`config.mk`:
```
export PLATFORM = sky130hd
export DESIGN_NAME = fdr_regs
export DESIGN_NICKNAME = d
export VERILOG_FILES = /design/src/shared/fdr_pkg.sv /design/src/rtl/fdr_regs.sv
export SDC_FILE = /design/constraint.sdc
export NUM_CORES = 1
export LEC_CHECK = 0
export BUFFER_PORTS_ARGS = -buffer_cell sky130_fd_sc_hd__buf_2
export CELL_PAD_IN_SITES_DETAIL_PLACEMENT = 1
export CELL_PAD_IN_SITES_GLOBAL_PLACEMENT = 1
export CORE_ASPECT_RATIO = 0.75
export CORE_MARGIN = 5
export CORE_UTILIZATION = 41
export CTS_CLUSTER_DIAMETER = 150
export DETAILED_ROUTE_END_ITERATION = 7
export PLACE_DENSITY = 0.82
export SLEW_MARGIN = 20
export SYNTH_ARGS = -nofsm -noshare
export SYNTH_HDL_FRONTEND = slang
export SYNTH_SLANG_ARGS = --single-unit
```
`constraint.sdc`:
```
create_clock -name i_ref_clk -period 2.2 [get_ports i_ref_clk]
set_input_delay 0.33 -clock i_ref_clk [delete_from_list [all_inputs] [get_ports i_ref_clk]]
set_output_delay 0.33 -clock i_ref_clk [all_outputs]
set_load 0.05 [all_outputs]
```
`src/shared/fdr_pkg.sv`:
```
// constants for the fan duty and adaptive floor register bank
// assumes an 8-bit register address space and 8-bit data
package fdr_pkg;
	localparam int          FDR_AW            = 8;
	localparam int          FDR_DW            = 8;
	localparam logic [7:0] FDR_OFS_DUTY_A    = 8'h30;
	localparam logic [7:0] FDR_OFS_DUTY_B    = 8'h31;
	localparam logic [7:0] FDR_OFS_DUTY_C    = 8'h32;
	localparam logic [7:0] FDR_OFS_TGT_RA    = 8'h33;
	localparam logic [7:0] FDR_OFS_TGT_LOC   = 8'h34;
	localparam logic [7:0] FDR_OFS_TGT_RB    = 8'h35;
	localparam logic [7:0] FDR_OFS_CTRL1     = 8'h36;
	localparam logic [7:0] FDR_RST_DUTY      = 8'hFF;
	localparam logic [7:0] FDR_RST_TGT       = 8'h64;
	localparam logic [7:0] FDR_RST_CTRL1     = 8'h00;
	localparam logic [7:0] FDR_DUTY_STARTUP  = 8'h00;
	localparam int          FDR_B_CYC_MSB     = 0;
	localparam int          FDR_B_UV_HOLD     = 1;
	localparam int          FDR_B_CAP_RA      = 2;
	localparam int          FDR_B_CAP_LOC     = 3;
	localparam int          FDR_B_CAP_RB      = 4;
	localparam int          FDR_B_ADP_RA      = 5;
	localparam int          FDR_B_ADP_LOC     = 6;
	localparam int          FDR_B_ADP_RB      = 7;
endpackage

```
`src/rtl/fdr_regs.sv`:
```
// fan duty and adaptive floor register bank
// assumes reading/limit values are synchronous to i_ref_clk; thermal pin is async
`timescale 1ns/1ps
`default_nettype none
// Functional notes
// RULE1 - duty registers map linearly, 0x00 is 0 percent, 0xFF full high time
// RULE2 - duty registers reset to 0xFF so fans start at full duty
// RULE3 - in automatic mode duty registers follow the live loop duty
// RULE4 - duty reads return 0x00 while that fan is starting up
// RULE5 - in software mode a duty write sets that drive output directly
// RULE6 - three target temperature registers reset to 0x64, 100 degrees
// RULE7 - adaptive enabled channel uses its target register as regulation point
// RULE8 - lock bit set makes target registers read-only, writes dropped
// RULE9 - lock bit set makes control register read-only; it resets to 0x00
// RULE10 - control bit 0 is msb of remote b adjustment interval code
// RULE11 - hold bit with core supply under low limit sets status bit, alert
// RULE12 - during undervoltage disable hot monitor, adaptive control and shutdown entry
// RULE13 - bit 2 captures remote a temperature on thermal pin assertion
// RULE14 - bit 3 captures local temperature on thermal pin assertion
// RULE15 - bit 4 captures remote b temperature on thermal pin assertion
// RULE16 - capture bit clear ignores thermal pin, keeps programmed target
// RULE17 - bits 5..7 enable adaptive start temperature per channel
// RULE18 - adaptive bit clear leaves programmed start temperature untouched
// RULE19 - captured values keep two's-complement reading format
// RULE20 - thermal assertion captured once per assertion edge
module fdr_regs
	import fdr_pkg::*;
(
	// clock and reset
	input  wire logic                 i_ref_clk,
	input  wire logic                 i_arst_n,
	// register port
	input  wire logic [FDR_AW-1:0]    i_addr,
	input  wire logic [FDR_DW-1:0]    i_wdata,
	input  wire logic                 i_wr,
	input  wire logic                 i_rd,
	output logic      [FDR_DW-1:0]    o_rdata,
	// configuration lock
	input  wire logic                 i_cfg_lock,
	// fan loop
	input  wire logic                 i_auto_mode,
	input  wire logic [2:0]           i_startup,
	input  wire logic [FDR_DW-1:0]    i_auto_duty_a,
	input  wire logic [FDR_DW-1:0]    i_auto_duty_b,
	input  wire logic [FDR_DW-1:0]    i_auto_duty_c,
	output logic      [FDR_DW-1:0]    o_fan_drive_a,
	output logic      [FDR_DW-1:0]    o_fan_drive_b,
	output logic      [FDR_DW-1:0]    o_fan_drive_c,
	// temperatures and supply
	input  wire logic [FDR_DW-1:0]    i_temp_remote_a,
	input  wire logic [FDR_DW-1:0]    i_temp_local,
	input  wire logic [FDR_DW-1:0]    i_temp_remote_b,
	input  wire logic [FDR_DW-1:0]    i_core_supply,
	input  wire logic [FDR_DW-1:0]    i_core_supply_low_lim,
	input  wire logic                 i_alert_en,
	input  wire logic                 i_thermal_assert_pin,
	// adaptive control outputs
	output logic      [2:0]           o_adaptive_en,
	output logic      [FDR_DW-1:0]    o_target_remote_a,
	output logic      [FDR_DW-1:0]    o_target_local,
	output logic      [FDR_DW-1:0]    o_target_remote_b,
	output logic                      o_cycle_msb_remote_b,
	output logic                      o_uv_status,
	output logic                      o_alert,
	output logic                      o_cpu_hot_monitor_en,
	output logic                      o_shutdown_allow
);
	typedef struct packed {
		logic [7:0] duty_a;
		logic [7:0] duty_b;
		logic [7:0] duty_c;
		logic [7:0] tgt_ra;
		logic [7:0] tgt_loc;
		logic [7:0] tgt_rb;
		logic [7:0] ctrl1;
		logic [7:0] rdata;
		logic [2:0] pin_sync;
		logic       pin_state;
		logic       uv;
	} fdr_state_t;

	fdr_state_t st;
	fdr_state_t next_st;

	logic hot_edge;
	logic uv_now;
	logic wr_ok;

	always_comb begin
		next_st = st;
		wr_ok = i_wr && !i_cfg_lock;
		next_st.pin_sync = {st.pin_sync[1:0], i_thermal_assert_pin};
		// change counts only once second and third stages agree
		hot_edge = 1'b0;
		if (st.pin_sync[1] == st.pin_sync[2]) begin
			next_st.pin_state = st.pin_sync[2];
			hot_edge = st.pin_sync[2] && !st.pin_state; // [RULE20]
		end
		uv_now = st.ctrl1[FDR_B_UV_HOLD] && (i_core_supply < i_core_supply_low_lim); // [RULE11]
		next_st.uv = uv_now;
		// duty: auto loop owns the register, software write only outside auto
		if (i_auto_mode) begin
			next_st.duty_a = i_auto_duty_a; // [RULE3]
			next_st.duty_b = i_auto_duty_b;
			next_st.duty_c = i_auto_duty_c;
		end else if (i_wr) begin
			if (i_addr == FDR_OFS_DUTY_A) next_st.duty_a = i_wdata; // [RULE5]
			if (i_addr == FDR_OFS_DUTY_B) next_st.duty_b = i_wdata;
			if (i_addr == FDR_OFS_DUTY_C) next_st.duty_c = i_wdata;
		end
		// locked writes dropped silently
		if (wr_ok && i_addr == FDR_OFS_TGT_RA) next_st.tgt_ra = i_wdata; // [RULE8]
		if (wr_ok && i_addr == FDR_OFS_TGT_LOC) next_st.tgt_loc = i_wdata;
		if (wr_ok && i_addr == FDR_OFS_TGT_RB) next_st.tgt_rb = i_wdata;
		if (wr_ok && i_addr == FDR_OFS_CTRL1) next_st.ctrl1 = i_wdata; // [RULE9]
		// capture wins over a same-cycle host write; raw two's-complement copy
		if (hot_edge && st.ctrl1[FDR_B_CAP_RA]) next_st.tgt_ra = i_temp_remote_a; // [RULE13] [RULE19]
		if (hot_edge && st.ctrl1[FDR_B_CAP_LOC]) next_st.tgt_loc = i_temp_local; // [RULE14]
		if (hot_edge && st.ctrl1[FDR_B_CAP_RB]) next_st.tgt_rb = i_temp_remote_b; // [RULE15] [RULE16]
		next_st.rdata = 8'h00;
		if (i_rd) begin
			unique case (i_addr)
				FDR_OFS_DUTY_A:  next_st.rdata = i_startup[0] ? FDR_DUTY_STARTUP : st.duty_a; // [RULE4]
				FDR_OFS_DUTY_B:  next_st.rdata = i_startup[1] ? FDR_DUTY_STARTUP : st.duty_b;
				FDR_OFS_DUTY_C:  next_st.rdata = i_startup[2] ? FDR_DUTY_STARTUP : st.duty_c;
				FDR_OFS_TGT_RA:  next_st.rdata = st.tgt_ra;
				FDR_OFS_TGT_LOC: next_st.rdata = st.tgt_loc;
				FDR_OFS_TGT_RB:  next_st.rdata = st.tgt_rb;
				FDR_OFS_CTRL1:   next_st.rdata = st.ctrl1;
				default:         next_st.rdata = 8'h00;
			endcase
		end
	end

	always_ff @(posedge i_ref_clk or negedge i_arst_n) begin
		if (!i_arst_n) begin
			st.duty_a    <= FDR_RST_DUTY; // [RULE2]
			st.duty_b    <= FDR_RST_DUTY;
			st.duty_c    <= FDR_RST_DUTY;
			st.tgt_ra    <= FDR_RST_TGT; // [RULE6]
			st.tgt_loc   <= FDR_RST_TGT;
			st.tgt_rb    <= FDR_RST_TGT;
			st.ctrl1     <= FDR_RST_CTRL1;
			st.rdata     <= 8'h00;
			st.pin_sync  <= 3'h0;
			st.pin_state <= 1'b0;
			st.uv        <= 1'b0;
		end else begin
			st <= next_st;
		end
	end

	// duty code drives output linearly
	assign o_fan_drive_a = st.duty_a; // [RULE1]
	assign o_fan_drive_b = st.duty_b;
	assign o_fan_drive_c = st.duty_c;
	assign o_rdata = st.rdata;
	// undervoltage suspends adaptive floor, hot monitor and shutdown
	assign o_adaptive_en = st.uv ? 3'h0 : {st.ctrl1[FDR_B_ADP_RB], st.ctrl1[FDR_B_ADP_LOC],
		st.ctrl1[FDR_B_ADP_RA]}; // [RULE12] [RULE17] [RULE18]
	assign o_target_remote_a = st.tgt_ra; // [RULE7]
	assign o_target_local = st.tgt_loc;
	assign o_target_remote_b = st.tgt_rb;
	assign o_cycle_msb_remote_b = st.ctrl1[FDR_B_CYC_MSB]; // [RULE10]
	assign o_uv_status = st.uv;
	assign o_alert = st.uv && i_alert_en;
	assign o_cpu_hot_monitor_en = !st.uv;
	assign o_shutdown_allow = !st.uv;

	a_duty_reset: assert property (@(posedge i_ref_clk) $rose(i_arst_n) |-> st.duty_a == FDR_RST_DUTY) // [RULE2]
		else $error("duty not at reset value");
	a_auto_follow: assert property (@(posedge i_ref_clk) disable iff (!i_arst_n)
		i_auto_mode |=> o_fan_drive_a == $past(i_auto_duty_a)) // [RULE3]
		else $error("duty does not follow loop");
	a_startup_read: assert property (@(posedge i_ref_clk) disable iff (!i_arst_n)
		(i_rd && i_addr == FDR_OFS_DUTY_A && i_startup[0]) |=> o_rdata == 8'h00) // [RULE4]
		else $error("startup read not zero");
	a_sw_write: assert property (@(posedge i_ref_clk) disable iff (!i_arst_n)
		(!i_auto_mode && i_wr && i_addr == FDR_OFS_DUTY_B) |=> o_fan_drive_b == $past(i_wdata)) // [RULE5]
		else $error("software duty write lost");
	a_lock_target: assert property (@(posedge i_ref_clk) disable iff (!i_arst_n)
		(i_cfg_lock && !hot_edge) |=> $stable(st.tgt_loc)) // [RULE8]
		else $error("locked target changed");
	a_lock_ctrl: assert property (@(posedge i_ref_clk) disable iff (!i_arst_n)
		i_cfg_lock |=> $stable(st.ctrl1)) // [RULE9]
		else $error("locked control changed");
	a_uv_block: assert property (@(posedge i_ref_clk) disable iff (!i_arst_n)
		o_uv_status |-> (o_adaptive_en == 3'h0 && !o_shutdown_allow && !o_cpu_hot_monitor_en)) // [RULE12]
		else $error("undervoltage not blocking");
	a_capture_ra: assert property (@(posedge i_ref_clk) disable iff (!i_arst_n)
		(hot_edge && st.ctrl1[FDR_B_CAP_RA]) |=> st.tgt_ra == $past(i_temp_remote_a)) // [RULE13]
		else $error("remote a capture missed");
	a_capture_off: assert property (@(posedge i_ref_clk) disable iff (!i_arst_n)
		(hot_edge && !st.ctrl1[FDR_B_CAP_RB] && !i_wr) |=> $stable(st.tgt_rb)) // [RULE16]
		else $error("capture while disabled");
	a_one_edge: assert property (@(posedge i_ref_clk) disable iff (!i_arst_n)
		hot_edge |=> !hot_edge) // [RULE20]
		else $error("thermal edge repeated");
	a_lock_remote_b: assert property (@(posedge i_ref_clk) disable iff (!i_arst_n)
		(i_cfg_lock && !hot_edge) |=> $stable(st.tgt_rb)) // [RULE8]
		else $error("locked remote b target changed");
	a_capture_loc: assert property (@(posedge i_ref_clk) disable iff (!i_arst_n)
		(hot_edge && st.ctrl1[FDR_B_CAP_LOC]) |=> st.tgt_loc == $past(i_temp_local)) // [RULE14]
		else $error("local capture missed");
	a_capture_rb: assert property (@(posedge i_ref_clk) disable iff (!i_arst_n)
		(hot_edge && st.ctrl1[FDR_B_CAP_RB]) |=> st.tgt_rb == $past(i_temp_remote_b)) // [RULE15]
		else $error("remote b capture missed");
	a_uv_detect: assert property (@(posedge i_ref_clk) disable iff (!i_arst_n)
		(st.ctrl1[FDR_B_UV_HOLD] && (i_core_supply < i_core_supply_low_lim)) |=> o_uv_status) // [RULE11]
		else $error("undervoltage not flagged");
	a_alert_gate: assert property (@(posedge i_ref_clk) disable iff (!i_arst_n)
		(o_uv_status && i_alert_en) |-> o_alert) // [RULE11]
		else $error("alert missing under undervoltage");
	c_auto_mode: cover property (@(posedge i_ref_clk) i_auto_mode && i_rd && i_addr == FDR_OFS_DUTY_A);
	c_capture: cover property (@(posedge i_ref_clk) hot_edge && st.ctrl1[FDR_B_CAP_LOC]);
	c_uv: cover property (@(posedge i_ref_clk) $rose(o_uv_status));
	c_locked_wr: cover property (@(posedge i_ref_clk) i_cfg_lock && i_wr && i_addr == FDR_OFS_TGT_RA);
endmodule
`default_nettype wire

```
==> metrics.txt, run 1 <==
most common cell in the netlist=buf_4; post-synthesis sequential area ratio=0.417; Layout Area Growth over Synthesis=19.7%; setup TNS=0 ns; grt met2 use=0.336; post-cts resize count=0; final hold violations=0; CTS Root Cell=clkbuf_16; post-synth net total=483; last element of the critical path=o_fan_drive_c[4]; Total Power=3780 uW; HPWL after detailed placement=10300 um; r2r setup slk=0.82 ns; clk_lat worst skew=0.33 ns; row cnt=32; Synth Instances=385; final-report setup violation count=0; met3 Use GR=0.0798; Sink Count=69; global route hottest layer=met2; post-route ant nets=0; async set or reset register ratio after synthesis=1.00; share of the synthesized area in the top cell type=0.212; die area=12500 um2; DRT Pass-1 Iters=4; crit end category=flip-flop; maximum capacitance violations=0; number of port buffers=154; H-tree depth=3; core area=10200 um2; startpoint types=input port; top cell type by total area after synthesis=dfrtp_1; GRT met1 Usage=0.270; wire per inst=21.0 um; number of global-route vias before repair=3588; RSZ-0062 raised after global routing=false; starting density of the core=0.415; final-report max-slew violation count=0; initial antenna violation count=2; # Post-CTS Setup Buffers=0; Die X=127 um; Fin Clk Skew=0.00450 ns; first-pass GRT wire length=20200 um; CP arrival=1.78 ns; largest net degree at the start of global routing=45; final-layout fill cell count=1157; synthesized area per cell=11.0 um2; maximum clock path buffer count=2; WP data required=2.46 ns; IR drop worst, VDD=0.000360 V; r2r endpoint=o_target_local[4]; Final nets=583; worst-margin pin slew=0.656 ns; Chip Height=98.1 um; synth unique cells=39; R2R cell count=4; Final period util=0.692; layout cells sized above 1=0.518; cts bufs inserted=9; CP max FO=18; crit-path cells=buf_2 -> and2b_1 -> nand3_4 -> mux2_1 -> mux2_2; Leak=0.00252 uW; Clock transition at path regs=0.06 ns; Top Ports=155; post-DR vias/cell=5.32; status=completed; Crit Reg-Reg Startpoint=st[1]; CP peak stage delay=0.37 ns; wirelength, routed=13100 um; HP Class=in2async; CTS tree=built; Commonest cells post-synth=buf_4, mux2_2, dfrtp_1, dfstp_2, a21oi_1; number of synthesized flops with an enable pin=0; highest clock rate=657 MHz; # hold bufs at CTS=0; Initial DRC Count=169; top cells by area, synth=dfrtp_1, dfstp_2, buf_4; ys flop type=dfrtp_1; Vias=3330; minimum clock period=1.52 ns; DRC viols=0; max_slew headroom=0.563; PD cells=745 nW/um2; Crit Path Category=in2reg; GP Congestion=0.847; Warnings, synthesis=0; All-Layer GR Usage=0.212; Ant. Diodes=0; synthesized cell area=4240 um2; Slowest-stage cell, CP=mux2_1; GRT overflow=0; Seq cells post-synth=69; CP Launch Point=i_addr[1]
==> critical path: cells and delay by family <==
kind | cells | cell delay [ns]
buf+inv | 1 | 0.31
mux | 2 | 0.64
simple gates | 2 | 0.50
==> how the worst min path moves through the flow <==
stage / endpoint / depth (start not counted) / slack (ns)
2_1_floorplan: next_st[3] / 0 / 0.03
3_3_place_gp: next_st[4] / 0 / 0.34
3_5_place_dp: next_st[4] / 0 / 0.34
4_1_cts: o_target_remote_a[7] / 1 / 0.03
5_1_grt: o_target_remote_a[7] / 1 / 0.06
6_report: o_target_remote_a[7] / 1 / 0.03
==> final cells by class <==
cell class / instances / area (um2) / share of cell area
Tap cell: 136 / 170 / 0.0335
Sequential cell: 69 / 1770 / 0.348
Multi-Input combinational cell: 236 / 1950 / 0.384
Inverter: 9 / 33.8 / 0.00665
Timing Repair Buffer: 160 / 828 / 0.163
Clock inverter: 4 / 70.1 / 0.0138
Clock buffer: 12 / 256 / 0.0505
==> metal layers <==
layer	up-vias	routed length, um
met5	-	21
met4	4	193
met3	21	1120
met2	121	6200
met1	1659	5590
li1	1525	-
==> power breakdown <==
part	leakage, uW	internal, uW	total [uW]	switching [uW]
combinational	0.00155	249	741	492
sequential	0.000805	1390	1460	67.4
clock	0.000163	1050	1590	537
total	0.00252	2690	3780	1100
==> registers in the layout (all words and copies together) (netlist names) <==
| signal | cells |
|---|---|
| o_target_local | 8 |
| st | 9 |
| o_fan_drive_c | 8 |
| o_rdata | 8 |
| o_cycle_msb_remote_b | 1 |
| o_fan_drive_b | 8 |
| o_target_remote_a | 8 |
| o_fan_drive_a | 8 |
| o_target_remote_b | 8 |
| next_st | 2 |
| o_uv_status | 1 |
==> metrics by stage <==
stage / util / cells / setup slack (ns) / instance area [um2] / hold slack (ns)
CTS: 0.497 / 626 / 0.685 / 5080 / 0.0276
global placement: 0.465 / 610 / 0.395 / 4750 / 0.336
detailed placement: 0.465 / 610 / 0.345 / 4750 / 0.344
global route: 0.497 / 626 / 0.601 / 5080 / 0.0592
finish: 0.497 / 626 / 0.677 / 5080 / 0.0264
floorplan: - / 385 / 0.510 / 4240 / 0.0344
==> cells by family after synthesis <==
logic type	Yosys count	share of synthesized area
buffers and inverters	80	0.123
muxes	88	0.227
adders and majority gates	8	0.0230
and+or+nand+nor	71	0.102
DFF	69	0.417
AOI/OAI and AO/OA	69	0.108
==> placed cells by master, fill, tap and decap left out, types with 4 or more instances in the layout <==
master | synthesis | routed
clkbuf_16 | 0 | 9
nand3_2 | 4 | 4
nand3_1 | 5 | 5
dfrtp_1 | 36 | 36
mux2_1 | 27 | 27
inv_1 | 9 | 9
mux2i_1 | 24 | 24
buf_4 | 58 | 5
nor2b_1 | 6 | 6
buf_2 | 2 | 154
a32oi_1 | 8 | 8
a22oi_1 | 8 | 8
a21oi_1 | 32 | 32
nand2_1 | 10 | 10
a21o_1 | 9 | 9
dfstp_2 | 33 | 33
ha_1 | 7 | 7
nor2_1 | 28 | 28
a22o_1 | 8 | 8
mux2_2 | 37 | 37
Power figures use the tool's default switching activity.
==> inputs of run 2 (changes only) <==
- CORE_UTILIZATION: 41 -> 38
- PLACE_DENSITY: 0.82 -> 0.77
- clock period: 2.2 -> 1.55 ns (I/O delays scaled with it)
==> run 2 against run 1 <==
  * Flip-flop and latch count is the same
  * Clock power grew 18%
  * Sequential power grew 42%
  * Final cell count grew 3.5%
  * Worst setup slack lost 0.62 ns
  * Critical endpoint is now o_target_remote_a[0]
  * Largest cell class unchanged
==> metrics.txt, run 2 (same netlist as run 1, synthesis figures left out) <==
max reg flops=9; GRT overflow=0; Net Sw Power=1550 uW; worst-margin pin slew=0.576 ns; DRC viols=0; wirelength, routed=13700 um; Layout Area Growth over Synthesis=22.7%; most frequent cells in the layout=buf_2, mux2_2, dfrtp_1, dfstp_2, a21oi_1; post-route ant nets=0; Clock transition at path regs=0.05 ns; core area=10900 um2; final-report max-slew violation count=0; # Post-CTS Setup Buffers=0; Ant. Diodes=0; Leak=0.00260 uW; Vias=3391; Final period util=0.961; CP arrival=1.68 ns; last element of the critical path=o_target_remote_a[0]; Clock power frac=0.373; layout cells sized above 1=0.531; CP Launch Point=st[1]; crit-path cells=and3b_1 -> nand2_1 -> nor2_1 -> a21oi_1; HPWL after detailed placement=10600 um; dpl cell area=4910 um2; clk_lat worst skew=0.34 ns; RSZ-0062 raised after global routing=true; Total Power=5030 uW; Pint=3470 uW; CTS Root Cell=clkbuf_16; commonest non-fill, non-tap cell in the layout=buf_2; IR drop worst, VDD=0.000451 V; status=completed; initial antenna violation count=0; post-DR vias/cell=5.23; Comb pwr share=0.216; Biggest register=st; Crit Reg-Reg Startpoint=st[1]; highest clock rate=672 MHz; Chip Height=101 um; switching portion of total power=0.309; r2r endpoint=o_target_remote_a[0]; WP data required=1.74 ns; r2r setup slk=0.06 ns; starting density of the core=0.388; number of port buffers=154; Crit Path Category=reg2reg; max_slew headroom=0.616; H-tree depth=3; largest net degree at the start of global routing=70; Final nets=601; CP max FO=16; GP Congestion=0.881; R2R cell count=4; maximum capacitance violations=0; Sink Count=69; HP Class=in2reg; Fin Clk Skew=0.00484 ns; minimum clock period=1.49 ns; Top Ports=155; Initial DRC Count=125; Sequential Power Share=0.411; Finished Cell Area=5200 um2; final hold violations=0; maximum clock path buffer count=2; number of global-route vias before repair=3769; row cnt=33; Slowest-stage cell, CP=dfrtp_1; Die X=132 um; CP peak stage delay=0.37 ns; die area=13400 um2; first-pass GRT wire length=21300 um; cts bufs inserted=9; DRT Pass-1 Iters=5; final-report setup violation count=0; wire per inst=21.2 um; crit end category=flip-flop; startpoint types=flip-flop; PD cells=966 nW/um2; All-Layer GR Usage=0.206; CTS tree=built
-- run 2: cell types whose count changed in the layout (fill, tap and decap cells not counted), sizes merged --
cell | before | now
clkbuf | 12 | 14
buf | 160 | 176
bufinv | 2 | 0
dlygate4sd3 | 0 | 2
-- run 2: power groups by stage --
stage | sequential [uW] | combinational (uW) | clock, uW
6_report | 2070 | 1090 | 1870
5_1_grt | 2080 | 1160 | 2000
4_1_cts | 2070 | 1090 | 1920
3_5_place_dp | 2100 | 1080 | 0
3_3_place_gp | 2090 | 1050 | 0
2_1_floorplan | 2060 | 817 | 0
-- run 2: final cells by class --
cell class	instances	area [um2]
clock buffers	14	254
clock inverters	2	10.0
fillers	1242	5740
inverters	9	33.8
multi-input cells	236	1960
flip-flops and latches	69	1770
well taps	140	175
repair buffers	178	1010
-- run 2: stage by stage --
stage | hold slack, ns | std cells | utilization | setup slack (ns) | setup TNS, ns
floorplan | -0.0631 | 385 | - | 0.0614 | 0
global route | 0.124 | 648 | 0.476 | -0.00203 | -0.00203
detailed placement | 0.290 | 630 | 0.449 | -0.188 | -4.85
global placement | 0.285 | 630 | 0.449 | -0.119 | -3.35
finish | 0.128 | 648 | 0.476 | 0.0610 | 0
CTS | 0.118 | 648 | 0.475 | 0.133 | 0
-- run 2: worst min path at each step --
stage | to | depth (start not counted) | from | slack (ns)
detailed placement | o_target_remote_a[7] | 2 | i_arst_n | 0.29
floorplan | next_st[3] | 0 | i_arst_n | -0.06
global placement | o_target_remote_a[7] | 2 | i_arst_n | 0.28
CTS | o_fan_drive_c[3] | 2 | i_auto_duty_c[3] | 0.12
finish | o_fan_drive_c[3] | 2 | i_auto_duty_c[3] | 0.13
global route | o_fan_drive_c[3] | 2 | i_auto_duty_c[3] | 0.12
-- run 2: timing repair --
action / CTS / global route
hold buffers: 2 / 0
setup endpoints to repair: 0 / 1
gates resized for setup: 0 / 2
endpoints found under the hold margin: 37 / 0
-- run 2: layer usage --
metal / up-vias / part of all wire / track usage / wire, um
met3: 21 / 0.071 / 0.0675 / 977
met5: - / 0 / 0 / 0
met4: 0 / 0.015 / 0.0538 / 210
met1: 1693 / 0.45 / 0.269 / 6180
li1: 1561 / - / - / -
met2: 116 / 0.46 / 0.334 / 6340
-- run 2: worst max-delay path, delay by kind of cell, from the launching register on --
kind,cells,cell delay [ns]
DFF,1,0.37
and+or+nand+nor,3,0.91
AOI/OAI and AO/OA,1,0.06
